**src/design/uie_pkg.sv**
```systemverilog
// Package for the interrupt-enable and frame counter block.
// Assumes a plain register port with 16-bit data at byte offsets.
package uie_pkg;
	localparam int ADDR_W = 8;
	localparam int DATA_W = 16;
	localparam logic [ADDR_W-1:0] OFS_FRAME_NUMBER = 8'h10;
	localparam logic [ADDR_W-1:0] OFS_ENABLE_CLEAR = 8'h14;
	localparam logic [ADDR_W-1:0] OFS_ENABLE_SET = 8'h18;
	localparam logic [ADDR_W-1:0] OFS_EVENT_FLAGS = 8'h1C;
	// Event bit positions
	localparam int BIT_SUSPEND = 0;
	localparam int BIT_SOF = 2;
	localparam int BIT_BUS_RESET_END = 3;
	localparam int BIT_WAKE = 4;
	localparam int BIT_RESUME_END = 5;
	localparam int BIT_UPSTREAM_WAKE = 6;
	localparam int BIT_UNDERFLOW = 7;
	localparam int BIT_LPM_NOTYET = 8;
	localparam int BIT_LPM_SLEEP = 9;
	localparam logic [DATA_W-1:0] EVENT_MASK = 16'h03FD;
	localparam logic [DATA_W-1:0] ENABLE_RESET = 16'h0000;
	localparam logic [DATA_W-1:0] FLAGS_RESET = 16'h0000;
	// Frame number field layout
	localparam int FRAME_LSB = 3;
	localparam int FRAME_W = 11;
	localparam int MICRO_W = 3;
	localparam int CRCERR_BIT = 15;
	// Suspend idle time
	localparam int CLOCK_HZ = 10_000_000;
	localparam int IDLE_SUSPEND_US = 3000;
	localparam int IDLE_SUSPEND_CYC = IDLE_SUSPEND_US * (CLOCK_HZ / 1_000_000);
	typedef enum logic [1:0] {
		UIE_ACTIVE = 2'b01,
		UIE_SUSPENDED = 2'b10
	} uie_idle_t;
endpackage

```
**src/design/uie_irq_frame.sv**
```systemverilog
// Interrupt enable vector, event flags and frame number counters.
// Assumes a USB line front end that delivers one-cycle event strobes
// and decoded frame numbers, and a register master on the plain port.
module uie_irq_frame #(
	parameter int IDLE_CYCLES = uie_pkg::IDLE_SUSPEND_CYC
) (
	input wire logic i_clock,
	input wire logic i_rst_n,
	input wire logic [uie_pkg::ADDR_W-1:0] i_addr,
	input wire logic [uie_pkg::DATA_W-1:0] i_wdata,
	input wire logic i_write,
	input wire logic i_read,
	output logic [uie_pkg::DATA_W-1:0] o_rdata,
	input wire logic i_bus_reset,
	input wire logic i_sof,
	input wire logic i_msof,
	input wire logic i_frame_crc_bad,
	input wire logic [uie_pkg::FRAME_W-1:0] i_frame_count,
	input wire logic [uie_pkg::MICRO_W-1:0] i_microframe_count,
	input wire logic i_line_idle_j,
	input wire logic i_bus_reset_end_irq,
	input wire logic i_line_wake,
	input wire logic i_resume_end_irq,
	input wire logic i_upstream_wake_irq,
	input wire logic i_buffer_underflow_irq,
	input wire logic i_link_pm_notyet_irq,
	input wire logic i_link_pm_sleep_irq,
	output logic o_irq
);
	import uie_pkg::*;

	localparam int CNT_W = $clog2(IDLE_CYCLES + 1);

	// Timer needs at least two idle cycles
	if (IDLE_CYCLES < 2)
	begin : g_idle_check
		$error("IDLE_CYCLES too small");
	end

	logic [DATA_W-1:0] enable_ff, nxt_enable;
	logic [DATA_W-1:0] flags_ff, nxt_flags;
	logic [FRAME_W-1:0] frame_ff, nxt_frame;
	logic [MICRO_W-1:0] micro_ff, nxt_micro;
	logic crcerr_ff, nxt_crcerr;
	logic [CNT_W-1:0] idle_cnt_ff, nxt_idle_cnt;
	uie_idle_t idle_st_ff, nxt_idle_st;
	logic [DATA_W-1:0] rdata_ff, nxt_rdata;
	logic irq_ff, nxt_irq;
	logic suspend_evt;
	logic [DATA_W-1:0] events;

	function automatic logic hit(input logic [ADDR_W-1:0] a, input logic [ADDR_W-1:0] ofs);
		hit = (a == ofs);
	endfunction

	// Suspend idle timer
	always_comb
	begin
		nxt_idle_cnt = idle_cnt_ff;
		nxt_idle_st = idle_st_ff;
		suspend_evt = 1'b0;
		case (idle_st_ff)
			UIE_ACTIVE:
			begin
				if (!i_line_idle_j || i_bus_reset)
					nxt_idle_cnt = '0;
				else if (idle_cnt_ff == CNT_W'(IDLE_CYCLES - 1))
				begin
					suspend_evt = 1'b1;
					nxt_idle_st = UIE_SUSPENDED;
					nxt_idle_cnt = '0;
				end
				else
					nxt_idle_cnt = idle_cnt_ff + CNT_W'(1);
			end
			UIE_SUSPENDED:
			begin
				if (!i_line_idle_j || i_bus_reset)
					nxt_idle_st = UIE_ACTIVE;
			end
			default:
			begin
				nxt_idle_st = UIE_ACTIVE;
				nxt_idle_cnt = '0;
			end
		endcase
	end

	always_ff @(posedge i_clock or negedge i_rst_n)
	begin
		if (!i_rst_n)
		begin
			idle_cnt_ff <= '0;
			idle_st_ff <= UIE_ACTIVE;
		end
		else
		begin
			idle_cnt_ff <= nxt_idle_cnt;
			idle_st_ff <= nxt_idle_st;
		end
	end

	// Event vector, bit placement
	always_comb
	begin
		events = '0;
		events[BIT_SUSPEND] = suspend_evt;
		events[BIT_SOF] = i_sof;
		events[BIT_BUS_RESET_END] = i_bus_reset_end_irq;
		events[BIT_WAKE] = i_line_wake;
		events[BIT_RESUME_END] = i_resume_end_irq;
		events[BIT_UPSTREAM_WAKE] = i_upstream_wake_irq;
		events[BIT_UNDERFLOW] = i_buffer_underflow_irq;
		events[BIT_LPM_NOTYET] = i_link_pm_notyet_irq;
		events[BIT_LPM_SLEEP] = i_link_pm_sleep_irq;
	end

	// Enable vector and event flags
	always_comb
	begin
		nxt_enable = enable_ff;
		nxt_flags = flags_ff;
		if (i_write && hit(i_addr, OFS_ENABLE_CLEAR))
			nxt_enable = enable_ff & ~i_wdata;
		if (i_write && hit(i_addr, OFS_ENABLE_SET))
			nxt_enable = (enable_ff | i_wdata) & EVENT_MASK;
		if (i_write && hit(i_addr, OFS_EVENT_FLAGS))
			nxt_flags = flags_ff & ~i_wdata;
		nxt_flags = (nxt_flags | events) & EVENT_MASK;
	end

	always_ff @(posedge i_clock or negedge i_rst_n)
	begin
		if (!i_rst_n)
		begin
			enable_ff <= ENABLE_RESET;
			flags_ff <= FLAGS_RESET;
		end
		else
		begin
			enable_ff <= nxt_enable;
			flags_ff <= nxt_flags;
		end
	end

	// Frame number fields
	always_comb
	begin
		nxt_frame = frame_ff;
		nxt_micro = micro_ff;
		nxt_crcerr = crcerr_ff;
		if (i_bus_reset)
		begin
			nxt_frame = '0;
			nxt_micro = '0;
			nxt_crcerr = 1'b0;
		end
		else if (i_sof)
		begin
			nxt_frame = i_frame_count;
			nxt_micro = '0;
			nxt_crcerr = i_frame_crc_bad;
		end
		else if (i_msof)
		begin
			nxt_micro = i_microframe_count;
			nxt_crcerr = i_frame_crc_bad;
		end
	end

	always_ff @(posedge i_clock or negedge i_rst_n)
	begin
		if (!i_rst_n)
		begin
			frame_ff <= '0;
			micro_ff <= '0;
			crcerr_ff <= 1'b0;
		end
		else
		begin
			frame_ff <= nxt_frame;
			micro_ff <= nxt_micro;
			crcerr_ff <= nxt_crcerr;
		end
	end

	// Read data and interrupt request
	always_comb
	begin
		nxt_rdata = '0;
		if (i_read)
		begin
			if (hit(i_addr, OFS_ENABLE_CLEAR) || hit(i_addr, OFS_ENABLE_SET))
				nxt_rdata = enable_ff & EVENT_MASK;
			else if (hit(i_addr, OFS_EVENT_FLAGS))
				nxt_rdata = flags_ff;
			else if (hit(i_addr, OFS_FRAME_NUMBER))
			begin
				nxt_rdata[CRCERR_BIT] = crcerr_ff;
				nxt_rdata[FRAME_LSB +: FRAME_W] = frame_ff;
				nxt_rdata[MICRO_W-1:0] = micro_ff;
			end
		end
		nxt_irq = |(nxt_flags & nxt_enable);
	end

	always_ff @(posedge i_clock or negedge i_rst_n)
	begin
		if (!i_rst_n)
		begin
			rdata_ff <= '0;
			irq_ff <= 1'b0;
		end
		else
		begin
			rdata_ff <= nxt_rdata;
			irq_ff <= nxt_irq;
		end
	end

	assign o_rdata = rdata_ff;
	assign o_irq = irq_ff;

	frame_load_a: assert property (@(posedge i_clock) disable iff (!i_rst_n)
		(i_sof && !i_bus_reset) |=> frame_ff == $past(i_frame_count))
		else $error("frame count not loaded from SOF");
	micro_clear_a: assert property (@(posedge i_clock) disable iff (!i_rst_n)
		(i_bus_reset || i_sof) |=> micro_ff == '0)
		else $error("micro-frame count not cleared");
	micro_load_a: assert property (@(posedge i_clock) disable iff (!i_rst_n)
		(i_msof && !i_sof && !i_bus_reset) |=> micro_ff == $past(i_microframe_count))
		else $error("micro-frame count not loaded");
	en_clear_a: assert property (@(posedge i_clock) disable iff (!i_rst_n)
		(i_write && i_addr == OFS_ENABLE_CLEAR) |=> (enable_ff & $past(i_wdata)) == '0)
		else $error("enable bits not cleared");
	en_set_a: assert property (@(posedge i_clock) disable iff (!i_rst_n)
		(i_write && i_addr == OFS_ENABLE_SET) |=>
		(enable_ff & $past(i_wdata) & EVENT_MASK) == ($past(i_wdata) & EVENT_MASK))
		else $error("enable bits not set");
	en_readback_a: assert property (@(posedge i_clock) disable iff (!i_rst_n)
		(i_read && (i_addr == OFS_ENABLE_CLEAR || i_addr == OFS_ENABLE_SET)) |=> o_rdata == $past(enable_ff))
		else $error("enable readback mismatch");
	irq_level_a: assert property (@(posedge i_clock) disable iff (!i_rst_n)
		o_irq == |($past(nxt_flags) & $past(nxt_enable)))
		else $error("interrupt level wrong");
	reserved_zero_a: assert property (@(posedge i_clock) disable iff (!i_rst_n)
		(enable_ff & ~EVENT_MASK) == '0)
		else $error("reserved enable bit set");
	sof_flag_a: assert property (@(posedge i_clock) disable iff (!i_rst_n)
		i_sof |=> flags_ff[BIT_SOF])
		else $error("SOF flag not set");
	flag_clear_a: assert property (@(posedge i_clock) disable iff (!i_rst_n)
		(i_write && i_addr == OFS_EVENT_FLAGS && i_wdata[BIT_SOF] && !i_sof) |=> !flags_ff[BIT_SOF])
		else $error("flag not cleared by write one");
	frame_clear_a: assert property (@(posedge i_clock) disable iff (!i_rst_n)
		i_bus_reset |=> frame_ff == '0 && !crcerr_ff)
		else $error("frame count not cleared by bus reset");
	en_clear_keep_a: assert property (@(posedge i_clock) disable iff (!i_rst_n)
		(i_write && i_addr == OFS_ENABLE_CLEAR) |=>
		(enable_ff & ~$past(i_wdata)) == ($past(enable_ff) & ~$past(i_wdata)))
		else $error("enable bit written zero changed by clear");
	en_set_keep_a: assert property (@(posedge i_clock) disable iff (!i_rst_n)
		(i_write && i_addr == OFS_ENABLE_SET) |=>
		(enable_ff & ~$past(i_wdata)) == ($past(enable_ff) & ~$past(i_wdata)))
		else $error("enable bit written zero changed by set");
	irq_match_a: assert property (@(posedge i_clock) disable iff (!i_rst_n)
		o_irq == |(flags_ff & enable_ff))
		else $error("interrupt differs from flags and enables");
	sleep_flag_a: assert property (@(posedge i_clock) disable iff (!i_rst_n)
		i_link_pm_sleep_irq |=> flags_ff[BIT_LPM_SLEEP])
		else $error("sleep flag not at its bit");
	wake_flag_a: assert property (@(posedge i_clock) disable iff (!i_rst_n)
		i_upstream_wake_irq |=> flags_ff[BIT_UPSTREAM_WAKE])
		else $error("upstream wake flag not at its bit");
	reset_end_flag_a: assert property (@(posedge i_clock) disable iff (!i_rst_n)
		i_bus_reset_end_irq |=> flags_ff[BIT_BUS_RESET_END])
		else $error("reset end flag not at its bit");
	reserved_read_a: assert property (@(posedge i_clock) disable iff (!i_rst_n)
		(i_read && i_addr != OFS_FRAME_NUMBER) |=> (o_rdata & ~EVENT_MASK) == '0)
		else $error("reserved bit read as one");
	suspend_flag_a: assert property (@(posedge i_clock) disable iff (!i_rst_n)
		(idle_st_ff == UIE_ACTIVE && i_line_idle_j && !i_bus_reset && idle_cnt_ff == CNT_W'(IDLE_CYCLES - 1))
		|=> flags_ff[BIT_SUSPEND])
		else $error("suspend flag not set after idle time");
	flag_keep_a: assert property (@(posedge i_clock) disable iff (!i_rst_n)
		(i_write && i_addr == OFS_EVENT_FLAGS) |=>
		(flags_ff & $past(flags_ff) & ~$past(i_wdata)) == ($past(flags_ff) & ~$past(i_wdata)))
		else $error("flag written zero was cleared");
endmodule

```
**config.mk**
```make
export PLATFORM = sky130hd
export DESIGN_NAME = uie_irq_frame
export DESIGN_NICKNAME = d
export VERILOG_FILES = /design/src/design/uie_pkg.sv /design/src/design/uie_irq_frame.sv
export SDC_FILE = /design/constraint.sdc
export NUM_CORES = 1
export LEC_CHECK = 0
export BUFFER_PORTS_ARGS = -buffer_cell sky130_fd_sc_hd__buf_2
export CORE_AREA = 2 2 94 96
export CTS_BUF_LIST = sky130_fd_sc_hd__clkbuf_4 sky130_fd_sc_hd__clkbuf_8
export CTS_CLUSTER_SIZE = 8
export DETAILED_ROUTE_END_ITERATION = 8
export DIE_AREA = 0 0 96 98
export SYNTH_ARGS = -nofsm -noshare
export SYNTH_HDL_FRONTEND = slang
export SYNTH_SLANG_ARGS = --single-unit
```
**constraint.sdc**
```tcl
create_clock -name i_clock -period 2.6 [get_ports i_clock]
set_input_delay 0.52 -clock i_clock [delete_from_list [all_inputs] [get_ports i_clock]]
set_output_delay 0.52 -clock i_clock [all_outputs]
set_load 0.1 [all_outputs]
```
==> summary.md, run 1 <==
| Metric | Value |
|---|---|
| Top_reg_cell synth | dfrtp_1 |
| Crit Path Class | in2reg |
| Post-layout util | between 40% and 50% |
| Sequential share of power | 47.4% |
| Worst slew pin tran | 0.752 ns |
| Setup ws final | between 0.4 and 0.5 ns |
| CTS Sinks | 66 |
| CTS resizes | 0 |
| DR pass1 iterations | 4 |
| # setup viols final | 0 |
| GR met1 Demand/Resource | between 20% and 30% |
| Routed Antenna Nets | 0 |
| Clk_lat worst skew | around 0.35 ns |
| Worst Skew | 0.0111 ns |
| Met2 Use GR | ~25% |
| Max-cap violations | 0 |
| Largest net degree at the start of global routing | 29 |
| CP required | ~2.8 ns |
| Fmax | between 0.4 and 0.5 GHz |
| Layout cell share with drive strength beyond 1 | around 25% |
| Clock buffer depth | 2 |
| Starting Density | between 30 and 40% |
| Core Area | about 8500 sq um |
| Mapped Area | between 3000 and 4000 sq um |
| Final min period | around 2.2 ns |
| Gr usage total | roughly 17% |
| Routed vias/inst | about 5.5 |
| DRT Wirelength | about 7600 um |
| Initial antenna violation count | 0 |
| Total power | ~0.0022 W |
| Hold Buf Count CTS | 0 |
| Setup TNS | 0 ns |
| Pins Over Slew Limit | 0 |
| CTS clk-pin slew, worst paths | ~0.080 ns |
| Count of cell types in the netlist | 47 |
| Post-synthesis sequential area ratio | between 40% and 50% |
| First-pass GRT wire length | between 10000 and 15000 um |
| Post-synth EDFFs | 0 |
| Crit Path Max Fanout | 10 |
| GRT overflow | 0 |
| Busiest layer in global routing | met2 |
| Via count | 2720 |
| Die height | 98 um |
| Die area | ~9400 sq um |
| Final Cycle Share | a little over four fifths |
| CTS tree | done |
| Pleak | 1.80 nW |
| # rows | 34 |
| Sw Ratio | 24.0% |
| Ports | roughly 70 |
| Post-CTS Setup Bufs | 0 |
| Pint | approximately 0.0017 W |
| Relative slew margins | 49.8% |
| Worst hold path type | in2async |
| Area grow syn2layout | 19.8% |
| Number of remaining DRC errors | 0 |
| Syn Nets | about 380 |
| Final Hold Fails | 0 |
| # diodes | 0 |
| Final nets | around 440 |
| Status | completed |
| Detailed Route Iter0 Violations | around 120 |
| Critical path launch point type | primary input |
| Fin Hold WS | slightly above 0.2 ns |
| Syn_area_per_cell | between 10 and 15 sq um |
| RSZ-0062 raised after global routing | no |
| Syn. warnings | 0 |
| Met3 Use GR | around 4.2% |
| Dpl ws | around 0.046 ns |
| CTS H-tree lvls | 3 |
| # port buffers | between 60 and 70 |
| Die W | between 90 and 100 um |
| Comb power frac | between 8 and 9% |
| Num CTS Buffers | 9 |
| Synth Register Bits | 66 |
| Arrival @ worst endpoint | 2.40 ns |
| Clk pwr share | between 40% and 50% |
| Drt wl/cell | ~15 um |
| PwrDens | approximately 560 nW/um^2 |
| RePlAce Congestion | between 0.8 and 0.9 |
| Root Driver | clkbuf_8 |
| CP Capture Type | flop |
| Peak VDD IR | between 0.2 and 0.3 mV |
| Detailed placement HPWL | roughly 5500 um |
| Net Sw Power | around 0.00053 W |
| Share of flip-flops with an asynchronous set or reset | 100% |
| Synth Instances | 324 |
| Vias in the first global route | approximately 2600 |
state kept, by name (all words and copies together) (netlist names):
name and cells:
crcerr_ff 1, enable_ff 9, flags_ff 9, frame_ff 11, idle_cnt_ff 15, idle_st_ff 2
micro_ff 3, o_irq 1, o_rdata 15
path summary, 6_finish.rpt:
| kind | from | to | slack [ns] | depth (start not counted) |
|---|---|---|---|---|
| hold reg to reg | crcerr_ff | o_rdata[15] | 0.48 | 1 |
| setup reg to reg | idle_cnt_ff[0] | idle_cnt_ff[12] | 0.64 | 7 |
| max in group asynchronous | i_rst_n | idle_st_ff[0] | 1.65 | 2 |
| min in group i_clock | i_buffer_underflow_irq | flags_ff[7] | 0.38 | 3 |
| hold / removal | i_rst_n | idle_cnt_ff[10] | 0.20 | 1 |
| setup / recovery | i_addr[1] | o_irq | 0.41 | 7 |
layout by cell type (no fill, tap or decap), types with 7 or more instances in the layout:
cell	n
a211oi_1	23
a41oi_1	10
and2_1	8
buf_2	62
buf_4	8
clkbuf_8	10
dfrtp_1	65
inv_1	9
mux2i_1	23
nand2_1	25
nand2b_1	7
nand3_1	7
nand4_1	7
nor2_1	21
nor2b_1	11
nor3_1	8
o21ai_0	20
o41ai_1	11
cell families (layout without fill, tap and decap cells):
logic type / count (synthesis) / in the layout / share of synthesized area (%)
AO/OA/AOI/OAI: 88 / 88 / 19.5
XOR/XNOR: 2 / 2 / 0.529
adder cells (fa/ha/maj): 1 / 1 / 0.378
buffers and inverters: 29 / 96 / 3.89
flip-flops: 66 / 66 / 49.9
multiplexers: 23 / 23 / 6.96
other: 1 / 1 / 0.113
AND/OR/NAND/NOR: 114 / 114 / 18.6
synth_stat cells, types with 2 or more instances:
library cell | instances | area [sq um]
o31ai_1 | 5 | 37.5
nor2_1 | 21 | 78.8
nand2b_1 | 7 | 43.8
a211oi_1 | 23 | 173
nor4b_1 | 2 | 17.5
xor2_1 | 2 | 17.5
inv_1 | 9 | 33.8
buf_1 | 2 | 7.51
nand2_1 | 25 | 93.8
a41oi_1 | 10 | 87.6
buf_6 | 2 | 22.5
nand3_1 | 7 | 35.0
nor3_1 | 8 | 40.0
mux2i_1 | 23 | 230
a31oi_1 | 2 | 12.5
or3_1 | 2 | 12.5
o41ai_1 | 11 | 96.3
and4_1 | 3 | 26.3
clkbuf_1 | 14 | 52.6
a22o_1 | 2 | 17.5
nand4_1 | 7 | 43.8
nor2b_1 | 11 | 68.8
or2_2 | 5 | 31.3
dfrtp_1 | 65 | 1630
o21ai_0 | 20 | 100
and2_1 | 8 | 50.1
a21o_1 | 3 | 22.5
a21oi_1 | 6 | 30.0
power groups by stage:
stage	Sequential, W	Clock [W]	Combinational [W]
2_1_floorplan	0.00107	0	0.000106
3_3_place_gp	0.00107	0	0.000193
3_5_place_dp	0.00107	0	0.000196
4_1_cts	0.00105	0.00100	0.000197
5_1_grt	0.00105	0.00105	0.000217
6_report	0.00105	0.000970	0.000194
area by class of cell:
type / count / area [sq um]
Multi-Input combinational cell: 229 / 1530
Inverter: 9 / 33.8
Timing Repair Buffer: 71 / 390
Clock inverter: 6 / 88.8
Clock buffer: 10 / 138
Tap cell: 108 / 135
Sequential cell: 66 / 1650
Fill cell: 827 / 4500
worst max-delay path, stage by stage:
cell and delay [ns]:
buf_2 0.11, or4b_4 0.61, buf_4 0.20, o41ai_1 0.38
nand2b_1 0.14, a221oi_2 0.31, nand4_1 0.12
stage by stage:
step / instance area, sq um / instances
final: 3970 / 499
after global routing: 3970 / 499
after CTS: 3970 / 499
after detailed placement: 3740 / 483
after global placement: 3740 / 483
after floorplan: 3310 / 324
metal layers:
metal / vias up / part of all wire (%)
met2: 60 / 46
met3: 12 / 5.0
li1: 1326 / -
met1: 1322 / 47
met4: 0 / 1.8
met5: - / 0
(Power assumes the default switching activity.)
==> run 2, diff against run 1 <==
==> constraint.sdc (replaced) <==
create_clock -name i_clock -period 1.8 [get_ports i_clock]
set_input_delay 0.36 -clock i_clock [delete_from_list [all_inputs] [get_ports i_clock]]
set_output_delay 0.36 -clock i_clock [all_outputs]
set_load 0.1 [all_outputs]
==> summary.md, run 2 (synthesized netlist as in run 1, its figures left out) <==
| Metric | Value |
|---|---|
| Status | complete, but fails checks |
| Failing checks | negative setup slack |
| Die W | 96 um (unchanged) |
| Fmax | 0.541 GHz |
| # setup viols final | 1 (+1) |
| Vias in the first global route | 2909 (+11%) |
| GRT overflow | 0 (unchanged) |
| Most frequent cells in the layout | 65 x dfrtp_1, 60 x buf_2, 46 x buf_4 |
| # fillers | 781 (-5.6%) |
| Layout cell share with drive strength beyond 1 | 38.6% (+14 points) |
| Final Hold Fails | 0 (unchanged) |
| CTS H-tree lvls | 3 (unchanged) |
| Detailed Route Iter0 Violations | 147 (+25%) |
| RePlAce Congestion | 0.847 (-1.6%) |
| Die height | 98 um (unchanged) |
| Final Cycle Share | 103% |
| Worst Skew | 0.0123 ns (+0.00120 ns) |
| Clk pwr share | 40.5% (-3.3 points) |
| Largest net degree at the start of global routing | 67 (+130%) |
| Starting Density | 39.1% (unchanged) |
| Max-cap violations | 0 (unchanged) |
| Final min period | 1.85 ns |
| Post-layout util | 53.5% (+6.6 points) |
| Num CTS Buffers | 9 (unchanged) |
| Setup ws final | -0.0472 ns (-0.457 ns) |
| Via count | 2976 (+9.4%) |
| CP Capture Type | flop |
| # port buffers | 62 (unchanged) |
| First-pass GRT wire length | 14300 um (+13%) |
| CP required | 2.00 ns (-0.81 ns) |
| Dpl ws | -0.536 ns (-0.582 ns) |
| Clock buffer depth | 2 (unchanged) |
| Total power | 0.00315 W (+42%) |
| Core Area | 8470 sq um (unchanged) |
| RSZ-0062 raised after global routing | yes |
| Critical path launch point type | primary input |
| CTS tree | done |
| DR pass1 iterations | 4 (unchanged) |
| Post-route cell area | 4530 sq um (+14%) |
| Root Driver | clkbuf_8 |
| Initial antenna violation count | 0 (unchanged) |
| Sequential share of power | 48.1% (+0.7 points) |
| Drt wl/cell | 16.3 um (+7.1%) |
| Pleak | 2.18 nW (+21%) |
| Sw Ratio | 26.0% (+2.0 points) |
| CP peak stage delay | 0.61 ns (about the same) |
| DP Area | 4070 sq um (+8.9%) |
| Comb power frac | 11.4% (+2.6 points) |
| Number of remaining DRC errors | 0 (unchanged) |
| Hold Buf Count CTS | 0 (unchanged) |
| Slowest-stage cell, CP | or4b_4 |
| Peak VDD IR | 0.391 mV (+50%) |
| Pins Over Slew Limit | 0 (unchanged) |
| CP dominant cell by count | buf_6 |
| Clk_lat worst skew | 0.35 ns (about the same) |
| Pint | 0.00233 W (+38%) |
| CP Cell Sequence | buf_6, or4b_4, buf_6, o41ai_2, nand2b_1, a221oi_2, nand4_1 |
| Net Sw Power | 0.000817 W (+54%) |
| Crit Path Class | in2reg |
| Routed Antenna Nets | 0 (unchanged) |
| PwrDens | 695 nW/um^2 (+25%) |
| Area grow syn2layout | 36.7% |
| CTS Sinks | 66 (unchanged) |
| Die area | 9410 sq um (unchanged) |
| DRT Wirelength | 8840 um (+16%) |
| Most common cell after layout, fill and taps aside | dfrtp_1 |
| Arrival @ worst endpoint | 2.05 ns (-0.35 ns) |
| Gr usage total | 19.4% (+2.2 points) |
| Worst hold path type | in2async |
| # rows | 34 (unchanged) |
| CTS clk-pin slew, worst paths | 0.07 ns (about the same) |
| # diodes | 0 (unchanged) |
| Crit Path Max Fanout | 5 (-5) |
| Detailed placement HPWL | 6040 um (+8.9%) |
| Ports | 71 (unchanged) |
| Final nets | 483 (+9.5%) |
| Routed vias/inst | 5.50 (+0.92%) |
| Setup TNS | -0.0472 ns (-0.0472 ns) |
==> run 2: changes by cell type in the layout (fill, tap and decap cells not counted), sizes merged <==
cell and change:
clkinv +4, or4b +1, bufinv -1, buf +40, nand2b +1, clkinvlp -2
inv -1
==> run 2: final timing paths <==
path,startpoint,endpoint,slack [ns],depth (start not counted)
min in group i_clock,i_link_pm_notyet_irq,flags_ff[8],0.21,3
max reg2reg,idle_cnt_ff[0],idle_cnt_ff[8],0.10,7
max,i_addr[1],o_irq,-0.05,7
min,i_rst_n,flags_ff[8],0.02,2
min reg2reg,crcerr_ff,o_rdata[15],0.48,1
max in group asynchronous,i_rst_n,idle_st_ff[0],1.46,2
==> run 2: layout make-up <==
class | count | area, sq um | share of cell area [%]
clock buffers | 10 | 138 | 3.04
flip-flops and latches | 66 | 1650 | 36.5
well taps | 108 | 135 | 2.99
multi-input cells | 231 | 1790 | 39.5
repair buffers | 111 | 711 | 15.7
inverters | 9 | 33.8 | 0.746
clock inverters | 6 | 66.3 | 1.47
==> run 2: critical path: cells and delay by family <==
kind                   cells  cell delay, ns
AND/OR/NAND/NOR            3            0.87
AO/OA/AOI/OAI              2            0.56
buffers and inverters      2            0.26
==> run 2: what timing repair did <==
item | CTS | global route
gates resized for setup | 15 | 19
cloned | 1 | 1
buffers inserted | 4 | 1
setup endpoints to repair | 3 | 12
pin swaps | 13 | 6
==> run 2: per-layer routing <==
| metal | global-route usage [%] | up-vias | share of wire (%) |
|---|---|---|---|
| met3 | 4.17 | 6 | 4.6 |
| li1 | - | 1419 | - |
| met1 | 28.2 | 1473 | 46 |
| met5 | 0 | - | 0 |
| met2 | 29.7 | 78 | 48 |
| met4 | 4.29 | 0 | 0.80 |
==> run 2: per-stage QoR <==
stage                     hold slack (ns)  std cells
after detailed placement            0.405        519
after global placement              0.406        519
after CTS                          0.0300        540
after global routing               0.0609        541
after floorplan                    0.0644        324
final                              0.0153        541
==> run 2: power groups by stage <==
stage / Sequential, W / Clock [W] / Combinational [W]
6_report: 0.00151 / 0.00127 / 0.000358
3_5_place_dp: 0.00154 / 0 / 0.000328
4_1_cts: 0.00151 / 0.00131 / 0.000345
2_1_floorplan: 0.00155 / 0 / 0.000161
3_3_place_gp: 0.00154 / 0 / 0.000322
5_1_grt: 0.00152 / 0.00136 / 0.000394
==> run 3, diff against run 2 <==
--- a/config.mk
+++ b/config.mk
@@ -11,6 +11,7 @@
 export CTS_CLUSTER_SIZE = 8
 export DETAILED_ROUTE_END_ITERATION = 8
 export DIE_AREA = 0 0 96 98
+export REMOVE_ABC_BUFFERS = 1
 export SYNTH_ARGS = -nofsm -noshare
 export SYNTH_HDL_FRONTEND = slang
 export SYNTH_SLANG_ARGS = --single-unit
==> summary.md, run 3 (synthesized netlist as in run 1, its figures left out) <==
| Metric | Value |
|---|---|
| Status | complete, but fails checks |
| Failing checks | negative setup slack |
| Detailed placement HPWL | 6220 um (+3.0%) |
| CTS Sinks | 66 (unchanged) |
| Starting Density | 39.1% (unchanged) |
| Crit Path Class | in2reg |
| Pleak | 2.29 nW (+5.2%) |
| CP Cell Sequence | buf_6, or4b_4, buf_6, o41ai_4, nand2b_1, a2111oi_4, nand4_1 |
| RSZ-0062 raised after global routing | yes |
| Largest net degree at the start of global routing | 31 (-54%) |
| # port buffers | 62 (unchanged) |
| Initial antenna violation count | 0 (unchanged) |
| Die height | 98 um (unchanged) |
| Fin Hold WS | 0.222 ns (+0.207 ns) |
| PwrDens | 646 nW/um^2 (-7.0%) |
| Peak VDD IR | 0.345 mV (-12%) |
| Final nets | 497 (+2.9%) |
| Ports | 71 (unchanged) |
| Gr usage total | 20.1% (+0.68 points) |
| Final Cycle Share | 105% (+2.0 points) |
| First-pass GRT wire length | 14600 um (+2.1%) |
| GRT overflow | 0 (unchanged) |
| RR Startpoint | idle_cnt_ff[4] |
| Drt wl/cell | 17.0 um (+4.2%) |
| CP dominant cell by count | buf_6 |
| Setup ws final | -0.0830 ns (-0.0357 ns) |
| Beginning of the worst hold path | i_link_pm_notyet_irq |
| Most common cell after layout, fill and taps aside | dfrtp_1 |
| CTS H-tree lvls | 3 (unchanged) |
| Critical path launch point type | primary input |
| Worst Skew | 0.00863 ns (-0.00366 ns) |
| DP Area | 4040 sq um (-0.89%) |
| CTS tree | done |
| Area grow syn2layout | 41.9% |
| Max-cap violations | 0 (unchanged) |
| Die W | 96 um (unchanged) |
| Worst path bufs/invs | 2 (unchanged) |
| # rows | 34 (unchanged) |
| # setup viols final | 1 (unchanged) |
| Arrival @ worst endpoint | 2.10 ns (+0.05 ns) |
| Clk_lat worst skew | 0.34 ns (about the same) |
| CTS clk-pin slew, worst paths | 0.08 ns (about the same) |
| Pins Over Slew Limit | 0 (unchanged) |
| CP required | 2.01 ns (about the same) |
| # diodes | 0 (unchanged) |
| Detailed Route Iter0 Violations | 113 (-23%) |
| Top Family by Delay on Critical Path | simple AND/OR/NAND/NOR gates |
| Die area | 9410 sq um (unchanged) |
| Clock buffer depth | 2 (unchanged) |
| Placed cells | 521 (+0.39%) |
| DRT Wirelength | 9450 um (+6.9%) |
| CP Launch Point | i_addr[0] |
| Post-layout util | 55.5% (+2.0 points) |
| Slowest-stage cell, CP | or4b_4 |
| Root Driver | clkbuf_8 |
| # fillers | 739 (-5.4%) |
| Most frequent cells in the layout | 65 x dfrtp_1, 60 x buf_2, 54 x buf_4 |
| Number of remaining DRC errors | 0 (unchanged) |
| Final Hold Fails | 0 (unchanged) |
| Layout cell share with drive strength beyond 1 | 40.9% (+2.4 points) |
| Vias in the first global route | 3058 (+5.1%) |
| Core Area | 8470 sq um (unchanged) |
| Final min period | 1.88 ns (+0.0357 ns) |
| Routed vias/inst | 5.53 (+0.59%) |
| Fmax | 0.531 GHz (-1.9%) |
| RePlAce Congestion | 0.858 (+1.3%) |
| Routed Antenna Nets | 0 (unchanged) |
| DR pass1 iterations | 4 (unchanged) |
| Layout Cells excl Fill | 555 (+2.6%) |
| Via count | 3071 (+3.2%) |
| Relative slew margins | roughly 65% |
| Post-route cell area | 4700 sq um (+3.8%) |
| Num CTS Buffers | 9 (unchanged) |
| Worst hold path type | in2reg |
| CP Capture Type | flop |
| Crit Path Max Fanout | 8 (+3) |
| CP peak stage delay | 0.62 ns (about the same) |
| Dpl ws | -0.539 ns (-0.00280 ns) |
| Worst slew pin tran | 0.521 ns |
## run 3: cell count changes in the layout (fill, tap and decap cells not counted), moves of 2 or more
cell and change:
a211oi_1 -2, a211oi_2 +2, buf_4 +8, buf_6 +4, buf_8 +2, clkinvlp_4 +2, o21ai_0 -5, o21ai_1 +4
o41ai_4 +2
## run 3: cell type report
class	count	area, sq um	share of cell area, %
multi-input cells	229	1820	38.7
inverters	9	33.8	0.719
flip-flops and latches	66	1650	35.2
repair buffers	127	876	18.7
clock buffers	10	138	2.93
well taps	108	135	2.88
clock inverters	6	42.5	0.906
## run 3: path summary, 6_finish.rpt
check / endpoint / slack [ns] / cells past startpoint
max reg2reg: idle_cnt_ff[9] / 0.09 / 6
min: flags_ff[8] / 0.22 / 3
min reg2reg: o_rdata[1] / 0.48 / 1
min in group asynchronous: idle_cnt_ff[10] / 0.48 / 2
max: o_irq / -0.08 / 7
max in group asynchronous: enable_ff[2] / 0.85 / 3
## run 3: metrics by stage
| step | total power, W | TNS (ns) |
|---|---|---|
| floorplan | 0.00166 | -0.314 |
| global route | 0.00318 | -0.288 |
| CTS | 0.00304 | -0.0916 |
| global placement | 0.00186 | -4.38 |
| detailed placement | 0.00187 | -4.82 |
| finish | 0.00303 | -0.0830 |
## run 3: timing repair
action / CTS / global route
resized for setup: 32 / 29
buffers inserted: 9 / 8
pin swaps: 14 / 12
endpoints found under the hold margin: 12 / 0
setup endpoints to repair: 5 / 19
hold buffers: 1 / 0
## run 3: metal layers
metal	part of all wire (%)	vias up	global-route usage, %	wire length (um)
met3	4.1	21	3.24	388
met4	3.1	0	8.35	292
met1	42	1509	25.2	3940
met2	51	90	33.8	4820
met5	0	-	0	0
li1	-	1451	-	-
## run 3: power by group
part | total, W | leakage, nW | internal (W) | switching, W
sequential | 0.00151 | 0.851 | 0.00150 | 0.0000105
combinational | 0.000389 | 1.35 | 0.000159 | 0.000230
clock | 0.00113 | 0.0882 | 0.000536 | 0.000596
total | 0.00303 | 2.29 | 0.00220 | 0.000836
## run 3: tightest hold or removal path, cell delays in order
cell and delay [ns]:
buf_2 0.08, inv_1 0.04, nand2_1 0.05
